<file path="config.mk">
export PLATFORM = sky130hd
export DESIGN_NAME = blg_logic_top
export DESIGN_NICKNAME = d
export VERILOG_FILES = /design/src/hdl/blg_pkg.sv /design/src/hdl/blg_gate_eval.sv /design/src/hdl/blg_logic_top.sv
export SDC_FILE = /design/constraint.sdc
export NUM_CORES = 1
export LEC_CHECK = 0
export BUFFER_PORTS_ARGS = -buffer_cell sky130_fd_sc_hd__buf_2
export CAP_MARGIN = 20
export CORE_MARGIN = 4
export CORE_UTILIZATION = 30
export CTS_CLUSTER_SIZE = 20
export DETAILED_ROUTE_END_ITERATION = 16
export PLACE_DENSITY = 0.66
export SETUP_SLACK_MARGIN = 0.2
export SYNTH_ARGS = -nofsm -noshare
export SYNTH_HDL_FRONTEND = slang
export SYNTH_SLANG_ARGS = --single-unit
</file>
<file path="constraint.sdc">
create_clock -name clk_sys_in -period 3.3 [get_ports clk_sys_in]
set_clock_uncertainty 0.05 [all_clocks]
set_input_delay 0.165 -clock clk_sys_in [delete_from_list [all_inputs] [get_ports clk_sys_in]]
set_output_delay 0.165 -clock clk_sys_in [all_outputs]
set_load 0.01 [all_outputs]
</file>
<file path="src/hdl/blg_pkg.sv">
// What this block does
// - and gate output high only when every considered input is high
// - and gate treats an unconnected input as high
// - and gate with no input connected drives low
// - or gate output high when any input is high
// - or gate treats an unconnected input as low
// - inverter output is the inverse of its input
// - inverter with unconnected input drives low
// - xor gate high when its two inputs differ, low when equal
// - nand gate low only when all considered inputs are high
// - nor gate high only when all considered inputs are low
// - gate inputs are single bits only
// - gates carry no adjustable settings; type and wiring fix behaviour
// - key input asserted exactly while the key is held
// - monitor value overrides are volatile, dropped on leaving monitor
// - set-point changes in monitor are kept after leaving monitor; only reset clears them
// - forced output only applies where the program does not drive it
// - forcing a physical input never changes its hardware-driven state
// - block create or remove is refused in monitor mode
// - eight keys and twenty-four memory bits always present
package blg_pkg;
   // ----------------------------------------
   // sizes and timing
   // ----------------------------------------
   localparam int NUM_KEYS = 8;
   localparam int NUM_MBITS = 24;
   localparam int GATE_PINS = 4;
   localparam int XOR_PINS = 2;
   localparam int SETPT_W = 16;
   localparam int SCAN_US = 10;
   localparam int CLK_MHZ = 200;
   localparam int SCAN_CYC = SCAN_US * CLK_MHZ;
   localparam logic [3:0] AND_RST = 4'h0;
   // ----------------------------------------
   // gate result indices
   // ----------------------------------------
   localparam int G_AND = 0;
   localparam int G_OR = 1;
   localparam int G_NOT = 2;
   localparam int G_XOR = 3;
   localparam int G_NAND = 4;
   localparam int G_NOR = 5;
   localparam int NUM_GATES = 6;
endpackage : blg_pkg

</file>
<file path="src/hdl/blg_gate_eval.sv">
`timescale 1ns/10ps
module blg_gate_eval
   import blg_pkg::*;
(
   // pin values and connection masks
   input wire logic [GATE_PINS-1:0] and_val_in,
   input wire logic [GATE_PINS-1:0] and_con_in,
   input wire logic [GATE_PINS-1:0] or_val_in,
   input wire logic [GATE_PINS-1:0] or_con_in,
   input wire logic not_val_in,
   input wire logic not_con_in,
   input wire logic [XOR_PINS-1:0] xor_val_in,
   input wire logic [XOR_PINS-1:0] xor_con_in,
   input wire logic [GATE_PINS-1:0] nand_val_in,
   input wire logic [GATE_PINS-1:0] nand_con_in,
   input wire logic [GATE_PINS-1:0] nor_val_in,
   input wire logic [GATE_PINS-1:0] nor_con_in,
   // results
   output logic [NUM_GATES-1:0] gate_out
);
   // ----------------------------------------
   // pure combinational evaluation
   // ----------------------------------------
   function automatic logic and_fn(input logic [GATE_PINS-1:0] v,
                                   input logic [GATE_PINS-1:0] c);
      and_fn = (|c) & (&(v | ~c));
   endfunction : and_fn

   function automatic logic or_fn(input logic [GATE_PINS-1:0] v,
                                  input logic [GATE_PINS-1:0] c);
      or_fn = |(v & c);
   endfunction : or_fn

   always_comb begin
      gate_out[G_AND] = and_fn(and_val_in, and_con_in);
      gate_out[G_OR] = or_fn(or_val_in, or_con_in);
      gate_out[G_NOT] = not_con_in & ~not_val_in;
      gate_out[G_XOR] = ^(xor_val_in & xor_con_in);
      // no input wired gives low, as for and
      gate_out[G_NAND] = (|nand_con_in) &
         ~(&(nand_val_in | ~nand_con_in));
      gate_out[G_NOR] = (|nor_con_in) & ~or_fn(nor_val_in, nor_con_in);
   end
endmodule : blg_gate_eval

</file>
<file path="src/hdl/blg_logic_top.sv">
`timescale 1ns/10ps
module blg_logic_top
   import blg_pkg::*;
#(
   parameter int SCAN_CYCLES = SCAN_CYC
)(
   // clock and reset
   input wire logic clk_sys_in,
   input wire logic sys_rst_in,
   // front panel keys and hardware inputs, asynchronous
   input wire logic [NUM_KEYS-1:0] key_pin_in,
   input wire logic [GATE_PINS-1:0] hw_input_pin_in,
   // gate wiring: one bit per pin, single-bit values only
   input wire logic [GATE_PINS-1:0] and_val_in,
   input wire logic [GATE_PINS-1:0] and_con_in,
   input wire logic [GATE_PINS-1:0] or_val_in,
   input wire logic [GATE_PINS-1:0] or_con_in,
   input wire logic not_val_in,
   input wire logic not_con_in,
   input wire logic [XOR_PINS-1:0] xor_val_in,
   input wire logic [XOR_PINS-1:0] xor_con_in,
   input wire logic [GATE_PINS-1:0] nand_val_in,
   input wire logic [GATE_PINS-1:0] nand_con_in,
   input wire logic [GATE_PINS-1:0] nor_val_in,
   input wire logic [GATE_PINS-1:0] nor_con_in,
   // monitor mode and memory bits
   input wire logic monitor_mode_in,
   input wire logic [NUM_MBITS-1:0] mbit_set_in,
   input wire logic [NUM_MBITS-1:0] mbit_val_in,
   // forcing of outputs and physical inputs
   input wire logic [NUM_GATES-1:0] out_prog_drv_in,
   input wire logic [NUM_GATES-1:0] force_req_in,
   input wire logic [NUM_GATES-1:0] force_val_in,
   input wire logic [GATE_PINS-1:0] input_force_req_in,
   // current value override and set point
   input wire logic cur_wr_in,
   input wire logic [SETPT_W-1:0] cur_data_in,
   input wire logic setpt_wr_in,
   input wire logic [SETPT_W-1:0] setpt_data_in,
   // block structure edits
   input wire logic blk_add_in,
   input wire logic blk_del_in,
   // results
   output logic [NUM_GATES-1:0] gate_out,
   output logic [NUM_GATES-1:0] sys_output_out,
   output logic [NUM_KEYS-1:0] key_out,
   output logic [GATE_PINS-1:0] hw_input_out,
   output logic [NUM_MBITS-1:0] mbit_out,
   output logic scan_done_out,
   output logic [SETPT_W-1:0] cur_value_out,
   output logic [SETPT_W-1:0] setpt_out,
   output logic edit_ok_out,
   output logic edit_reject_out
);
   // ----------------------------------------
   // scan divider
   // ----------------------------------------
   logic [15:0] scan_cnt_reg;
   logic scan_tick;
   assign scan_tick = (scan_cnt_reg == 16'(SCAN_CYCLES - 1));

   always_ff @(posedge clk_sys_in) begin
      if (sys_rst_in || scan_tick) begin
         scan_cnt_reg <= 16'h0000;
      end else begin
         scan_cnt_reg <= scan_cnt_reg + 16'h0001;
      end
   end

   always_ff @(posedge clk_sys_in) begin
      if (sys_rst_in) begin
         scan_done_out <= 1'b0;
      end else begin
         scan_done_out <= scan_tick;
      end
   end

   // ----------------------------------------
   // pin synchronisers
   // ----------------------------------------
   logic [NUM_KEYS-1:0] key_meta_reg;
   logic [NUM_KEYS-1:0] key_sync_reg;
   logic [GATE_PINS-1:0] hw_meta_reg;
   logic [GATE_PINS-1:0] hw_sync_reg;

   always_ff @(posedge clk_sys_in) begin
      if (sys_rst_in) begin
         key_meta_reg <= 8'h00;
         key_sync_reg <= 8'h00;
         hw_meta_reg <= 4'h0;
         hw_sync_reg <= 4'h0;
      end else begin
         key_meta_reg <= key_pin_in;
         key_sync_reg <= key_meta_reg;
         hw_meta_reg <= hw_input_pin_in;
         hw_sync_reg <= hw_meta_reg;
      end
   end

   // keys follow the held level, no latching or debounce
   always_ff @(posedge clk_sys_in) begin
      if (sys_rst_in) begin
         key_out <= 8'h00;
      end else begin
         key_out <= key_sync_reg;
      end
   end

   // force requests on physical inputs are ignored on purpose
   always_ff @(posedge clk_sys_in) begin
      if (sys_rst_in) begin
         hw_input_out <= 4'h0;
      end else begin
         hw_input_out <= hw_sync_reg;
      end
   end

   // ----------------------------------------
   // memory bits
   // ----------------------------------------
   genvar gi;
   generate
      for (gi = 0; gi < NUM_MBITS; gi++) begin : g_mbit
         always_ff @(posedge clk_sys_in) begin
            if (sys_rst_in) begin
               mbit_out[gi] <= 1'b0;
            end else if (mbit_set_in[gi]) begin
               mbit_out[gi] <= mbit_val_in[gi];
            end
         end
      end
   endgenerate

   // ----------------------------------------
   // input latch and gate evaluation
   // ----------------------------------------
   // latching once per scan keeps all gates on one consistent snapshot
   logic [GATE_PINS-1:0] and_v_reg, and_c_reg, or_v_reg, or_c_reg;
   logic [GATE_PINS-1:0] nand_v_reg, nand_c_reg, nor_v_reg, nor_c_reg;
   logic [XOR_PINS-1:0] xor_v_reg, xor_c_reg;
   logic not_v_reg, not_c_reg;
   logic [NUM_GATES-1:0] gate_next;

   always_ff @(posedge clk_sys_in) begin
      if (sys_rst_in) begin
         and_v_reg <= AND_RST;
         and_c_reg <= AND_RST;
         or_v_reg <= 4'h0;
         or_c_reg <= 4'h0;
         nand_v_reg <= 4'h0;
         nand_c_reg <= 4'h0;
         nor_v_reg <= 4'h0;
         nor_c_reg <= 4'h0;
         xor_v_reg <= 2'h0;
         xor_c_reg <= 2'h0;
         not_v_reg <= 1'b0;
         not_c_reg <= 1'b0;
      end else if (scan_tick) begin
         and_v_reg <= and_val_in;
         and_c_reg <= and_con_in;
         or_v_reg <= or_val_in;
         or_c_reg <= or_con_in;
         nand_v_reg <= nand_val_in;
         nand_c_reg <= nand_con_in;
         nor_v_reg <= nor_val_in;
         nor_c_reg <= nor_con_in;
         xor_v_reg <= xor_val_in;
         xor_c_reg <= xor_con_in;
         not_v_reg <= not_val_in;
         not_c_reg <= not_con_in;
      end
   end

   // fixed gate set, no settings port exists at all
   blg_gate_eval u_eval (
      .and_val_in(and_v_reg),
      .and_con_in(and_c_reg),
      .or_val_in(or_v_reg),
      .or_con_in(or_c_reg),
      .not_val_in(not_v_reg),
      .not_con_in(not_c_reg),
      .xor_val_in(xor_v_reg),
      .xor_con_in(xor_c_reg),
      .nand_val_in(nand_v_reg),
      .nand_con_in(nand_c_reg),
      .nor_val_in(nor_v_reg),
      .nor_con_in(nor_c_reg),
      .gate_out(gate_next)
   );

   always_ff @(posedge clk_sys_in) begin
      if (sys_rst_in) begin
         gate_out <= 6'h00;
      end else if (scan_tick) begin
         gate_out <= gate_next;
      end
   end

   // ----------------------------------------
   // output forcing
   // ----------------------------------------
   logic [NUM_GATES-1:0] force_hold_reg;
   logic [NUM_GATES-1:0] force_lvl_reg;

   always_ff @(posedge clk_sys_in) begin
      if (sys_rst_in || !monitor_mode_in) begin
         force_hold_reg <= 6'h00;
         force_lvl_reg <= 6'h00;
      end else begin
         force_hold_reg <= force_hold_reg | force_req_in;
         force_lvl_reg <= (force_lvl_reg & ~force_req_in) |
            (force_val_in & force_req_in);
      end
   end

   // program-driven outputs ignore any force
   always_ff @(posedge clk_sys_in) begin
      if (sys_rst_in) begin
         sys_output_out <= 6'h00;
      end else begin
         sys_output_out <= (gate_out & (out_prog_drv_in | ~force_hold_reg))
            | (force_lvl_reg & force_hold_reg & ~out_prog_drv_in);
      end
   end

   // ----------------------------------------
   // current value and set point
   // ----------------------------------------
   always_ff @(posedge clk_sys_in) begin
      if (sys_rst_in || !monitor_mode_in) begin
         cur_value_out <= 16'h0000;
      end else if (cur_wr_in) begin
         cur_value_out <= cur_data_in;
      end
   end

   // survives leaving monitor; only reset clears it
   always_ff @(posedge clk_sys_in) begin
      if (sys_rst_in) begin
         setpt_out <= 16'h0000;
      end else if (setpt_wr_in) begin
         setpt_out <= setpt_data_in;
      end
   end

   // ----------------------------------------
   // structure edit gate
   // ----------------------------------------
   always_ff @(posedge clk_sys_in) begin
      if (sys_rst_in) begin
         edit_ok_out <= 1'b0;
         edit_reject_out <= 1'b0;
      end else begin
         edit_ok_out <= (blk_add_in | blk_del_in) & ~monitor_mode_in;
         edit_reject_out <= (blk_add_in | blk_del_in) & monitor_mode_in;
      end
   end

   // ----------------------------------------
   // checks
   // ----------------------------------------
   // gate results land one scan after the snapshot, so check the snapshot
   and_empty_a: assert property (
      @(posedge clk_sys_in) disable iff (sys_rst_in)
      scan_tick && and_c_reg == 4'h0 |=> !gate_out[G_AND])
      else $error("and output high with no input");
   and_full_a: assert property (
      @(posedge clk_sys_in) disable iff (sys_rst_in)
      scan_tick && and_c_reg != 4'h0 && (and_v_reg | ~and_c_reg) == 4'hF
      |-> ##1 gate_out[G_AND])
      else $error("and output low with all inputs high");
   and_low_a: assert property (
      @(posedge clk_sys_in) disable iff (sys_rst_in)
      scan_tick && (and_v_reg & and_c_reg) != and_c_reg |=> !gate_out[G_AND])
      else $error("and output high with a low input");
   or_any_a: assert property (
      @(posedge clk_sys_in) disable iff (sys_rst_in)
      scan_tick |=> gate_out[G_OR] == |($past(or_v_reg) & $past(or_c_reg)))
      else $error("or output wrong");
   not_inv_a: assert property (
      @(posedge clk_sys_in) disable iff (sys_rst_in)
      scan_tick && not_c_reg |=> gate_out[G_NOT] == !$past(not_v_reg))
      else $error("not output wrong");
   not_open_a: assert property (
      @(posedge clk_sys_in) disable iff (sys_rst_in)
      scan_tick && !not_c_reg |=> !gate_out[G_NOT])
      else $error("not output high with no input");
   xor_diff_a: assert property (
      @(posedge clk_sys_in) disable iff (sys_rst_in)
      scan_tick && xor_c_reg == 2'h3 |=> gate_out[G_XOR] ==
         ($past(xor_v_reg) == 2'h1 || $past(xor_v_reg) == 2'h2))
      else $error("xor output wrong");
   xor_open_a: assert property (
      @(posedge clk_sys_in) disable iff (sys_rst_in)
      scan_tick && xor_c_reg == 2'h0 |=> !gate_out[G_XOR])
      else $error("xor output high with no input");
   nand_low_a: assert property (
      @(posedge clk_sys_in) disable iff (sys_rst_in)
      scan_tick && (nand_v_reg | ~nand_c_reg) == 4'hF |=> !gate_out[G_NAND])
      else $error("nand output high with all inputs high");
   nand_high_a: assert property (
      @(posedge clk_sys_in) disable iff (sys_rst_in)
      scan_tick && (nand_v_reg & nand_c_reg) != nand_c_reg |=> gate_out[G_NAND])
      else $error("nand output low with a low input");
   nor_high_a: assert property (
      @(posedge clk_sys_in) disable iff (sys_rst_in)
      scan_tick && nor_c_reg != 4'h0 && (nor_v_reg & nor_c_reg) == 4'h0
      |=> gate_out[G_NOR])
      else $error("nor output low with all inputs low");
   nor_low_a: assert property (
      @(posedge clk_sys_in) disable iff (sys_rst_in)
      scan_tick && (nor_v_reg & nor_c_reg) != 4'h0 |=> !gate_out[G_NOR])
      else $error("nor output high with a high input");
   gate_hold_a: assert property (
      @(posedge clk_sys_in) disable iff (sys_rst_in)
      !scan_tick |=> $stable(gate_out))
      else $error("gate output moved between scans");
   scan_pulse_a: assert property (
      @(posedge clk_sys_in) disable iff (sys_rst_in)
      scan_done_out |=> !scan_done_out)
      else $error("scan done longer than one cycle");
   key_follow_a: assert property (
      @(posedge clk_sys_in) disable iff (sys_rst_in)
      ##3 key_out == $past(key_pin_in, 3))
      else $error("key output not following key");
   hw_input_a: assert property (
      @(posedge clk_sys_in) disable iff (sys_rst_in)
      ##3 hw_input_out == $past(hw_input_pin_in, 3))
      else $error("physical input state changed by force");
   hw_force_a: assert property (
      @(posedge clk_sys_in) disable iff (sys_rst_in)
      input_force_req_in != 4'h0
      |-> ##3 hw_input_out == $past(hw_input_pin_in, 3))
      else $error("forced physical input left its pin");
   mbit_hold_a: assert property (
      @(posedge clk_sys_in) disable iff (sys_rst_in)
      mbit_set_in == 24'h000000 |=> $stable(mbit_out))
      else $error("memory bit moved without a write");
   edit_lock_a: assert property (
      @(posedge clk_sys_in) disable iff (sys_rst_in)
      monitor_mode_in && (blk_add_in || blk_del_in)
      |=> edit_reject_out && !edit_ok_out)
      else $error("edit accepted in monitor mode");
   edit_idle_a: assert property (
      @(posedge clk_sys_in) disable iff (sys_rst_in)
      !blk_add_in && !blk_del_in |=> !edit_ok_out && !edit_reject_out)
      else $error("edit answer without a request");
   cur_drop_a: assert property (
      @(posedge clk_sys_in) disable iff (sys_rst_in)
      !monitor_mode_in |=> cur_value_out == 16'h0000)
      else $error("override kept outside monitor");
   cur_write_a: assert property (
      @(posedge clk_sys_in) disable iff (sys_rst_in)
      monitor_mode_in && cur_wr_in |=> cur_value_out == $past(cur_data_in))
      else $error("override not taken in monitor");
   setpt_keep_a: assert property (
      @(posedge clk_sys_in) disable iff (sys_rst_in)
      !setpt_wr_in |=> $stable(setpt_out))
      else $error("set point moved without a write");
   prog_win_a: assert property (
      @(posedge clk_sys_in) disable iff (sys_rst_in)
      out_prog_drv_in != 6'h00 |=> (sys_output_out & $past(out_prog_drv_in))
         == ($past(gate_out) & $past(out_prog_drv_in)))
      else $error("force beat the program");
endmodule : blg_logic_top

</file>
==> results of run 1 <==
## what timing repair did
| item | 4_1_cts | 5_1_grt |
|---|---|---|
| endpoints found under the hold margin | 120 | 0 |
| hold buffers | 150 | 0 |
| resized for setup | 0 | 0 |
## per-stage QoR
stage | cells | area [um^2] | hold slack (ns) | power [W] | setup slack [ns]
floorplan | 615 | 5967 | 0.1918 | 0.002361 | 1.609
global route | 1273 | 9500 | 0.05779 | 0.004819 | 0.8899
detailed placement | 1091 | 7412 | 0.3259 | 0.002519 | 1.116
finish | 1273 | 9500 | 0.04736 | 0.004620 | 1.138
CTS | 1273 | 9500 | 0.02243 | 0.004679 | 1.103
global placement | 1091 | 7412 | 0.3234 | 0.002514 | 1.171
## cell usage in the layout (no fill, tap or decap), types with 4 or more instances in the layout
cell           instances
buf_2                236
dfxtp_1              173
dlygate4sd3_1        150
nor2_1               102
nand2_1               87
mux2i_1               68
a21oi_1               43
nor2b_1               36
clkbuf_16             17
inv_1                 11
xnor2_1               11
nand2b_1               8
nor3_1                 7
buf_4                  5
o22ai_1                4
nor4_1                 4
nand4_1                4
## metal layers
layer | global-route usage, % | vias up | share of wire (%) | wire length (um)
met2 | 26.39 | 146 | 50 | 8381
met5 | 0 | - | 0 | 0
met3 | 4.102 | 43 | 4.8 | 805
met1 | 17.87 | 2546 | 42 | 7109
met4 | 6.178 | 0 | 3.0 | 504
li1 | - | 2783 | - | -
## final timing paths
check / start / to / slack, ns
min: out_prog_drv_in[1] / sys_output_out[1] / 0.05
min reg2reg: key_sync_reg[7] / key_out[7] / 0.39
max reg2reg: scan_cnt_reg[0] / nand_v_reg[1] / 1.14
max: scan_cnt_reg[0] / nand_v_reg[1] / 1.14
## power by group
part / switching [W] / leakage [nW] / total (W) / internal [W]
combinational: 0.000178 / 2.55 / 0.000457 / 0.000279
sequential: 0.0000254 / 1.41 / 0.00218 / 0.00215
clock: 0.000809 / 0.288 / 0.00199 / 0.00118
total: 0.00101 / 4.25 / 0.00462 / 0.00361
## worst max-delay path, cell delays in order, from the launching register on
cell,delay [ns]
dfxtp_1,0.35
ha_1,0.20
and3_1,0.27
and4_1,0.74
buf_12,0.25
nand2_1,0.08
a21oi_1,0.14
## cell usage after synthesis, types with 2 or more instances
cell and instances:
nor2b_1 36, o22ai_1 4, nor3_1 7, buf_2 7, xor2_1 3, nand2b_1 8
nor4_1 4, nand4_2 2, mux2i_1 68, nor2_1 102, inv_1 11, or4_1 2
xnor2_1 11, clkbuf_1 23, a21oi_1 43, nand2_1 87, a22oi_1 2, nand3_1 3
dfxtp_1 173, nand4_1 4, and4_1 2
## final cells by class
type / instances / area [um^2]
timing repair buffer: 392 / 2740
clock inverter: 9 / 108.9
fill: 1804 / 10030
clock buffer: 23 / 478.0
sequential: 173 / 3463
multi-input combinational: 400 / 2337
inverter: 11 / 41.29
tap: 265 / 331.6
## cell families after synthesis
kind of cell,Yosys count,synth area share [%]
simple gates,264,20.72
flops,173,58.04
mux,68,11.41
compound gates,53,4.781
buf+inv,42,2.789
xor+xnor,14,2.055
fa+ha+maj,1,0.2097
==> run_results.csv, run 1 <==
group,metric,value,unit
layout,drive_above_1_share,27.48,%
timing,min_period,2.162,ns
logic_synthesis,synth_edf_count,0,
route,vias,5518,
logic_synthesis,synthTopCellsByArea,"dfxtp_1, mux2i_1, nor2_1",
layout,nNetsFinal,1155,
timing,fin_setup_tns,0,ns
logic_synthesis,synth-seq-area-share,58.04,%
floorplan,core_area,0.01953,mm^2
floorplan,start_util,30.56,%
layout,syn_to_final_growth,59.22,%
clock_network,clk_latency,0.42,ns
logic_synthesis,syn_area_per_cell,9.702,um^2
timing,hold_viol_final,0,
timing,worst_pin_slew,0.7822,ns
route,drt_iter0_markers,135,
floorplan,die_x,149.0,um
global_route,grt_pass1_wl,26940,um
logic_synthesis,synth_nets,775,
layout,post-route-util,48.65,%
route,postRouteAntennaNets,0,
setup_path,worstRegToRegCells,6,
route,firstDrtPassIters,4,
hold_path,hold_path_class,"in -> reg",
placed_design,port_buffers,237,
global_route,grt.total_usage,15.23,%
placed_design,dp_hpwl,10310,um
clock_network,cts_tree,"built",
logic_synthesis,ys_seq_elements,173,
timing,finalCritPeriodShare,65.51,%
setup_path,critPathKind,"reg -> reg",
logic_synthesis,synth_cells,615,
floorplan,rows,51,
route,postRouteWirelength,16800,um
clock_network,cts_root_buf,"clkbuf_16",
global_route,grt_max_degree,70,
route,vias_per_cell,4.335,
clock_network,clockBufferDepth,2,
route,drc,0,
floorplan,ioPinCount,242,
flow_run,maxCapViolCount,0,
timing,rsz0062_at_grt,"false",
timing,setup_viol,0,
placed_design,place_congestion,0.7800,
pwr,p_per_area,486.3,mW/mm^2
route,wire_per_inst,13.20,um
clock_network,clk_pin_slew_worst_paths,0.06,ns
floorplan,dieArea,0.02221,mm^2
setup_path,startpoint_type,"flip-flop",
layout,diodes,0,
global_route,antenna_found_initial,0,
global_route,overflow,0,
global_route,grt_pass1_vias,5578,
setup_path,critPathRequiredTime,3.60,ns
setup_path,crit_fanout,26,
logic_synthesis,synth_top_area_share,58.04,%
clock_network,post_cts_buffers,0,
clock_network,cts.sinks,173,
logic_synthesis,synthDistinctLibCells,34,
logic_synthesis,yosys_warnings,0,
layout,top_register,"mbit_out",
outcome,run_status,"completed",
logic_synthesis,ys.flop_type,"dfxtp_1",
logic_synthesis,syn-cell-area,0.005967,mm^2
timing,drv_slew,0,
floorplan,die_y,149.0,um
pwr,ir_worst_vdd,0.0003224,V
clock_network,h-tree-depth,4,
logic_synthesis,async_reset_ff_share,0,%
setup_path,worstPathArrival,2.46,ns
clock_network,cts_buffers,17,
timing,slew_headroom,47.85,%
layout,largest_reg_flops,24,
logic_synthesis,yosys.area.top_type,"dfxtp_1",
timing,max_freq,462.5,MHz
setup_path,end_kind,"flip-flop",
pwr,p_leak,4.248,nW
hold_path,min_path_cells,4,
Note: power is estimated with default switching activity, not from simulation.
==> run 2, diff against run 1 <==
Clock period 3.3 ns to 2 ns, I/O delays scaled along.
==> run 2 against run 1 <==
  * Core utilization up 0.67 points
  * Sequential share of layout area down 0.42 points
  * Sequential cell count is the same
  * Count of clock-buffer cells in the layout fell by 4
  * Via count is 0.43% lower
  * Hold slack better by 0.12 ns
  * Critical path type is now in -> reg
==> run_results.csv, run 2 (synthesis gave the netlist of run 1 again) <==
group,metric,value,unit
floorplan,rows,51,
setup_path,end_kind,"flip-flop",
timing,hold_viol_final,0,
layout,largest_reg_flops,24,
timing,slew_headroom,62.08,%
global_route,grt.total_usage,15.23,%
pwr,p_per_area,812.0,mW/mm^2
setup_path,cpMaxStageDelayCell,"dlygate4sd3_1",
setup_path,critPathRequiredTime,2.25,ns
placed_design,dp_hpwl,10600,um
setup_path,slowest_delay,0.56,ns
clock_network,clockBufferDepth,2,
timing,finalCritPeriodShare,87.33,%
floorplan,die_y,149.0,um
hold_path,min-delay-start,"setpt_wr_in",
floorplan,core_area,0.01953,mm^2
outcome,run_status,"completed",
pwr,power.switching,0.001780,W
route,firstDrtPassIters,4,
placed_design,place_congestion,0.7803,
route,wire_per_inst,13.25,um
setup_path,startpoint_type,"input pin",
timing,worst_pin_slew,0.5688,ns
clock_network,cts.sinks,173,
global_route,grt_max_degree,59,
clock_network,h-tree-depth,4,
layout,nFillCells,1798,
floorplan,die_x,149.0,um
global_route,grt_pass1_wl,27050,um
setup_path,crit_top_cell,"dlygate4sd3_1",
layout,nNetsFinal,1164,
layout,final_common_cell,"buf_2",
pwr,swShare,22.76,%
placed_design,port_buffers,237,
timing,fin_setup_tns,0,ns
clock_network,cts_root_buf,"clkbuf_16",
setup_path,worstPathArrival,2.00,ns
setup_path,worstPathCellList,"dlygate4sd3_1 > buf_2 > mux2i_1 > dlygate4sd3_1 > nor2_1 > dlygate4sd3_1",
layout,final_cell_mix,"buf_2, dfxtp_1, dlygate4sd3_1",
route,drc,0,
floorplan,dieArea,0.02221,mm^2
pwr,p_int,0.006041,W
global_route,antenna_found_initial,0,
route,postRouteWirelength,16980,um
clock_network,cts_tree,"built",
clock_network,clk_latency,0.43,ns
layout,top_register,"mbit_out",
layout,fin_area,0.009632,mm^2
floorplan,ioPinCount,242,
placed_design,post_dp_cell_area,0.007442,mm^2
setup_path,reg2reg_from,"scan_cnt_reg[0]",
timing,rsz0062_at_grt,"true",
flow_run,maxCapViolCount,0,
layout,syn_to_final_growth,61.42,%
floorplan,start_util,30.56,%
route,drt_iter0_markers,208,
setup_path,crit_fanout,1,
global_route,grt_pass1_vias,5582,
pwr,p_clk_share,44.4,%
route,vias,5494,
route,vias_per_cell,4.285,
pwr,finalPower,0.007821,W
setup_path,cp-startpoint,"mbit_val_in[4]",
timing,setup_viol,0,
timing,drv_slew,0,
clock_network,cts_buffers,17,
hold_path,hold_path_class,"in -> reg",
pwr,pwr-share-comb,9.7,%
pwr,p_leak,4.330,nW
clock_network,post_cts_buffers,0,
timing,min_period,1.747,ns
layout,drive_above_1_share,28.61,%
pwr,p_seq_share,45.9,%
clock_network,clk_pin_slew_worst_paths,0.07,ns
route,postRouteAntennaNets,0,
timing,max_freq,572.5,MHz
global_route,overflow,0,
layout,diodes,0,
pwr,ir_worst_vdd,0.0005241,V
setup_path,critPathKind,"in -> reg",
-- run 2: timing repair --
action                                  CTS  global route
resized for setup                         0             9
endpoints found under the setup margin    0            49
hold endpoints to repair                126             0
hold buffers                            162             0
-- run 2: worst paths after layout --
path	endpoint	slack, ns	cells past startpoint
max	mbit_out[4]	0.25	6
min	setpt_out[8]	0.17	3
max reg2reg	gate_out[0]	0.26	5
min reg2reg	hw_input_out[2]	0.38	1
-- run 2: worst max-delay path: cells and delay by family --
kind | cells | cell delay, ns
mux | 1 | 0.11
buf+inv | 4 | 1.76
simple gates | 1 | 0.04
-- run 2: stage by stage --
step | worst slack, ns | instances | util (%) | hold WS, ns
2_1_floorplan | 0.3095 | 615 | - | 0.1268
3_3_place_gp | 0.2332 | 1095 | 38.11 | 0.2582
3_5_place_dp | 0.2267 | 1095 | 38.11 | 0.2609
4_1_cts | 0.2096 | 1289 | 49.59 | 0.1425
5_1_grt | 0.1149 | 1282 | 49.33 | 0.1624
6_report | 0.2534 | 1282 | 49.33 | 0.1661
-- run 2: power groups by stage --
stage | Combinational (W) | Clock, W | Sequential, W
global route | 0.000826 | 0.00372 | 0.00360
detailed placement | 0.000493 | 0 | 0.00367
floorplan | 0.000198 | 0 | 0.00370
finish | 0.000758 | 0.00347 | 0.00359
CTS | 0.000764 | 0.00357 | 0.00359
global placement | 0.000486 | 0 | 0.00366
-- run 2: cell type report --
type | count | area (um^2) | area share [%]
sequential | 173 | 3471 | 36.04
timing repair buffer | 401 | 2820 | 29.28
multi-input combinational | 400 | 2349 | 24.38
clock buffer | 19 | 442.9 | 4.599
tap | 265 | 331.6 | 3.442
clock inverter | 13 | 176.4 | 1.832
inverter | 11 | 41.29 | 0.4287
-- run 2: layer usage --
layer  up-vias  GRT usage [%]  routed length [um]
met5         -              0                   0
met4         0          6.316                 434
met3        34          3.677                 802
met2       148          27.31                8775
met1      2518          17.27                6971
li1       2794              -                   -
==> run 3, diff against run 2 <==
Clock period 2 ns to 1.81 ns, I/O delays scaled along.
==> run 3 against run 2 <==
  * First-iteration DRC count is 26% lower
  * Critical path type is now reg -> reg
  * Design area up 2.5%
  * Largest power group unchanged
  * Sequential share of layout area decreased by 0.70 points
==> run_results.csv, run 3 (synthesis gave the netlist of run 1 again) <==
group,metric,value,unit
outcome,run_status,"completed",
pwr,power.switching,0.001897,W
route,wire_per_inst,13.57,um
floorplan,die_y,149.0,um
timing,max_freq,602.7,MHz
global_route,antenna_found_initial,0,
pwr,swShare,21.81,%
setup_path,worstRegToRegCells,4,
timing,min_period,1.659,ns
global_route,grt.total_usage,15.22,%
route,drt_iter0_markers,153,
route,vias,5594,
setup_path,crit_fanout,3,
setup_path,critPathCapture,"gate_out[0]",
placed_design,place_congestion,0.7593,
clock_network,clk_latency,0.42,ns
clock_network,cts_buffers,17,
floorplan,die_x,149.0,um
setup_path,end_kind,"flip-flop",
pwr,p_int,0.006801,W
pwr,p_leak,4.394,nW
clock_network,cts_root_buf,"clkbuf_16",
layout,fin_cells,1292,
clock_network,clk_pin_slew_worst_paths,0.06,ns
clock_network,cts_tree,"built",
pwr,pwr-share-comb,9.9,%
timing,slew_headroom,59.96,%
floorplan,core_area,0.01953,mm^2
setup_path,critPathTopFamily,"simple AND/OR/NAND/NOR gates",
global_route,overflow,0,
pwr,finalPower,0.008699,W
timing,worst_pin_slew,0.6006,ns
setup_path,r2r_end,"gate_out[0]",
setup_path,cpMaxStageDelayCell,"or4_1",
hold_path,hold_path_class,"in -> reg",
setup_path,critPathKind,"reg -> reg",
layout,post-route-util,50.54,%
route,vias_per_cell,4.330,
timing,fin_setup_tns,0,ns
hold_path,min_path_cells,3,
placed_design,port_buffers,237,
clock_network,cts.sinks,173,
layout,final_cell_mix,"buf_2, dfxtp_1, dlygate4sd3_1",
layout,drive_above_1_share,31.38,%
route,drc,0,
setup_path,cp.buffers_inverters,0,
timing,rsz0062_at_grt,"true",
floorplan,rows,51,
placed_design,place_inst,1097,
floorplan,ioPinCount,242,
clock_network,clockBufferDepth,2,
route,firstDrtPassIters,4,
layout,largest_reg_flops,24,
setup_path,startpoint_type,"flip-flop",
layout,syn_to_final_growth,65.38,%
timing,finalCritPeriodShare,91.66,%
setup_path,regToRegSetupSlack,0.15,ns
layout,top_register,"mbit_out",
setup_path,cp.depth,4,
pwr,ir_worst_vdd,0.0006228,V
route,postRouteAntennaNets,0,
pwr,p_seq_share,45.6,%
clock_network,h-tree-depth,4,
setup_path,worstPathArrival,1.94,ns
placed_design,dp_hpwl,10480,um
global_route,grt_pass1_vias,5592,
pwr,p_per_area,881.5,mW/mm^2
timing,hold_viol_final,0,
timing,setup_viol,0,
setup_path,worstPathCellList,"nor4_4 > nand4_4 > or4_1 > a21oi_1",
setup_path,reg2reg_from,"scan_cnt_reg[14]",
global_route,grt_pass1_wl,27030,um
setup_path,slowest_delay,0.49,ns
setup_path,critPathRequiredTime,2.10,ns
global_route,grt_max_degree,74,
route,postRouteWirelength,17540,um
layout,nNetsFinal,1173,
floorplan,dieArea,0.02221,mm^2
floorplan,start_util,30.56,%
layout,final_common_cell,"buf_2",
flow_run,maxCapViolCount,0,
setup_path,cp-startpoint,"scan_cnt_reg[14]",
timing,drv_slew,0,
pwr,p_clk_share,44.6,%
run 3: worst min-delay path, delay by kind of cell:
kind	cells	cell delay, ns
and+or+nand+nor	1	0.07
buffers and inverters	1	0.26
muxes	1	0.17
run 3: worst min path at each step:
stage	start	end	slack (ns)
after floorplan	monitor_mode_in	edit_ok_out	0.12
after global placement	key_pin_in[0]	key_meta_reg[0]	0.25
after detailed placement	key_pin_in[3]	key_meta_reg[3]	0.26
after CTS	setpt_wr_in	setpt_out[12]	0.15
after global routing	setpt_wr_in	setpt_out[12]	0.17
final	cur_wr_in	cur_value_out[14]	0.17
run 3: power by group through the flow:
stage,registers (W),clock network [W],logic [W]
2_1_floorplan,0.00408,0,0.000219
3_3_place_gp,0.00404,0,0.000544
3_5_place_dp,0.00405,0,0.000550
4_1_cts,0.00396,0.00400,0.000838
5_1_grt,0.00398,0.00413,0.000932
6_report,0.00396,0.00388,0.000858
run 3: cell type report:
cell class,count,area (um^2)
Fill cell,1730,9658
Clock inverter,13,187.7
Multi-Input combinational cell,400,2402
Antenna cell,1,2.502
Timing Repair Buffer,410,2973
Sequential cell,173,3487
Tap cell,265,331.6
Inverter,11,41.29
Clock buffer,19,442.9
run 3: stage by stage:
step                      instance area, um^2  hold slack (ns)  setup WS [ns]
after global placement                   7521           0.2513         0.1473
after global routing                     9866           0.1651        0.08661
final                                    9868           0.1666         0.1509
after CTS                                9743           0.1489         0.1935
after detailed placement                 7521           0.2560         0.1254
after floorplan                          6005           0.1173         0.2048
run 3: layer usage:
metal	vias to the layer above	wire length, um	track usage [%]
li1	2817	-	-
met1	2576	7132	17.08
met2	159	9082	27.04
met3	42	771	4.132
met4	0	552	6.636
met5	-	0	0
run 3: repair_timing:
action | in CTS | in global routing
hold endpoints to repair | 126 | 0
hold buffers | 155 | 0
cloned | 0 | 3
pin swaps | 6 | 12
resized for setup | 7 | 20
buffers inserted | 4 | 0
setup endpoints to repair | 29 | 45
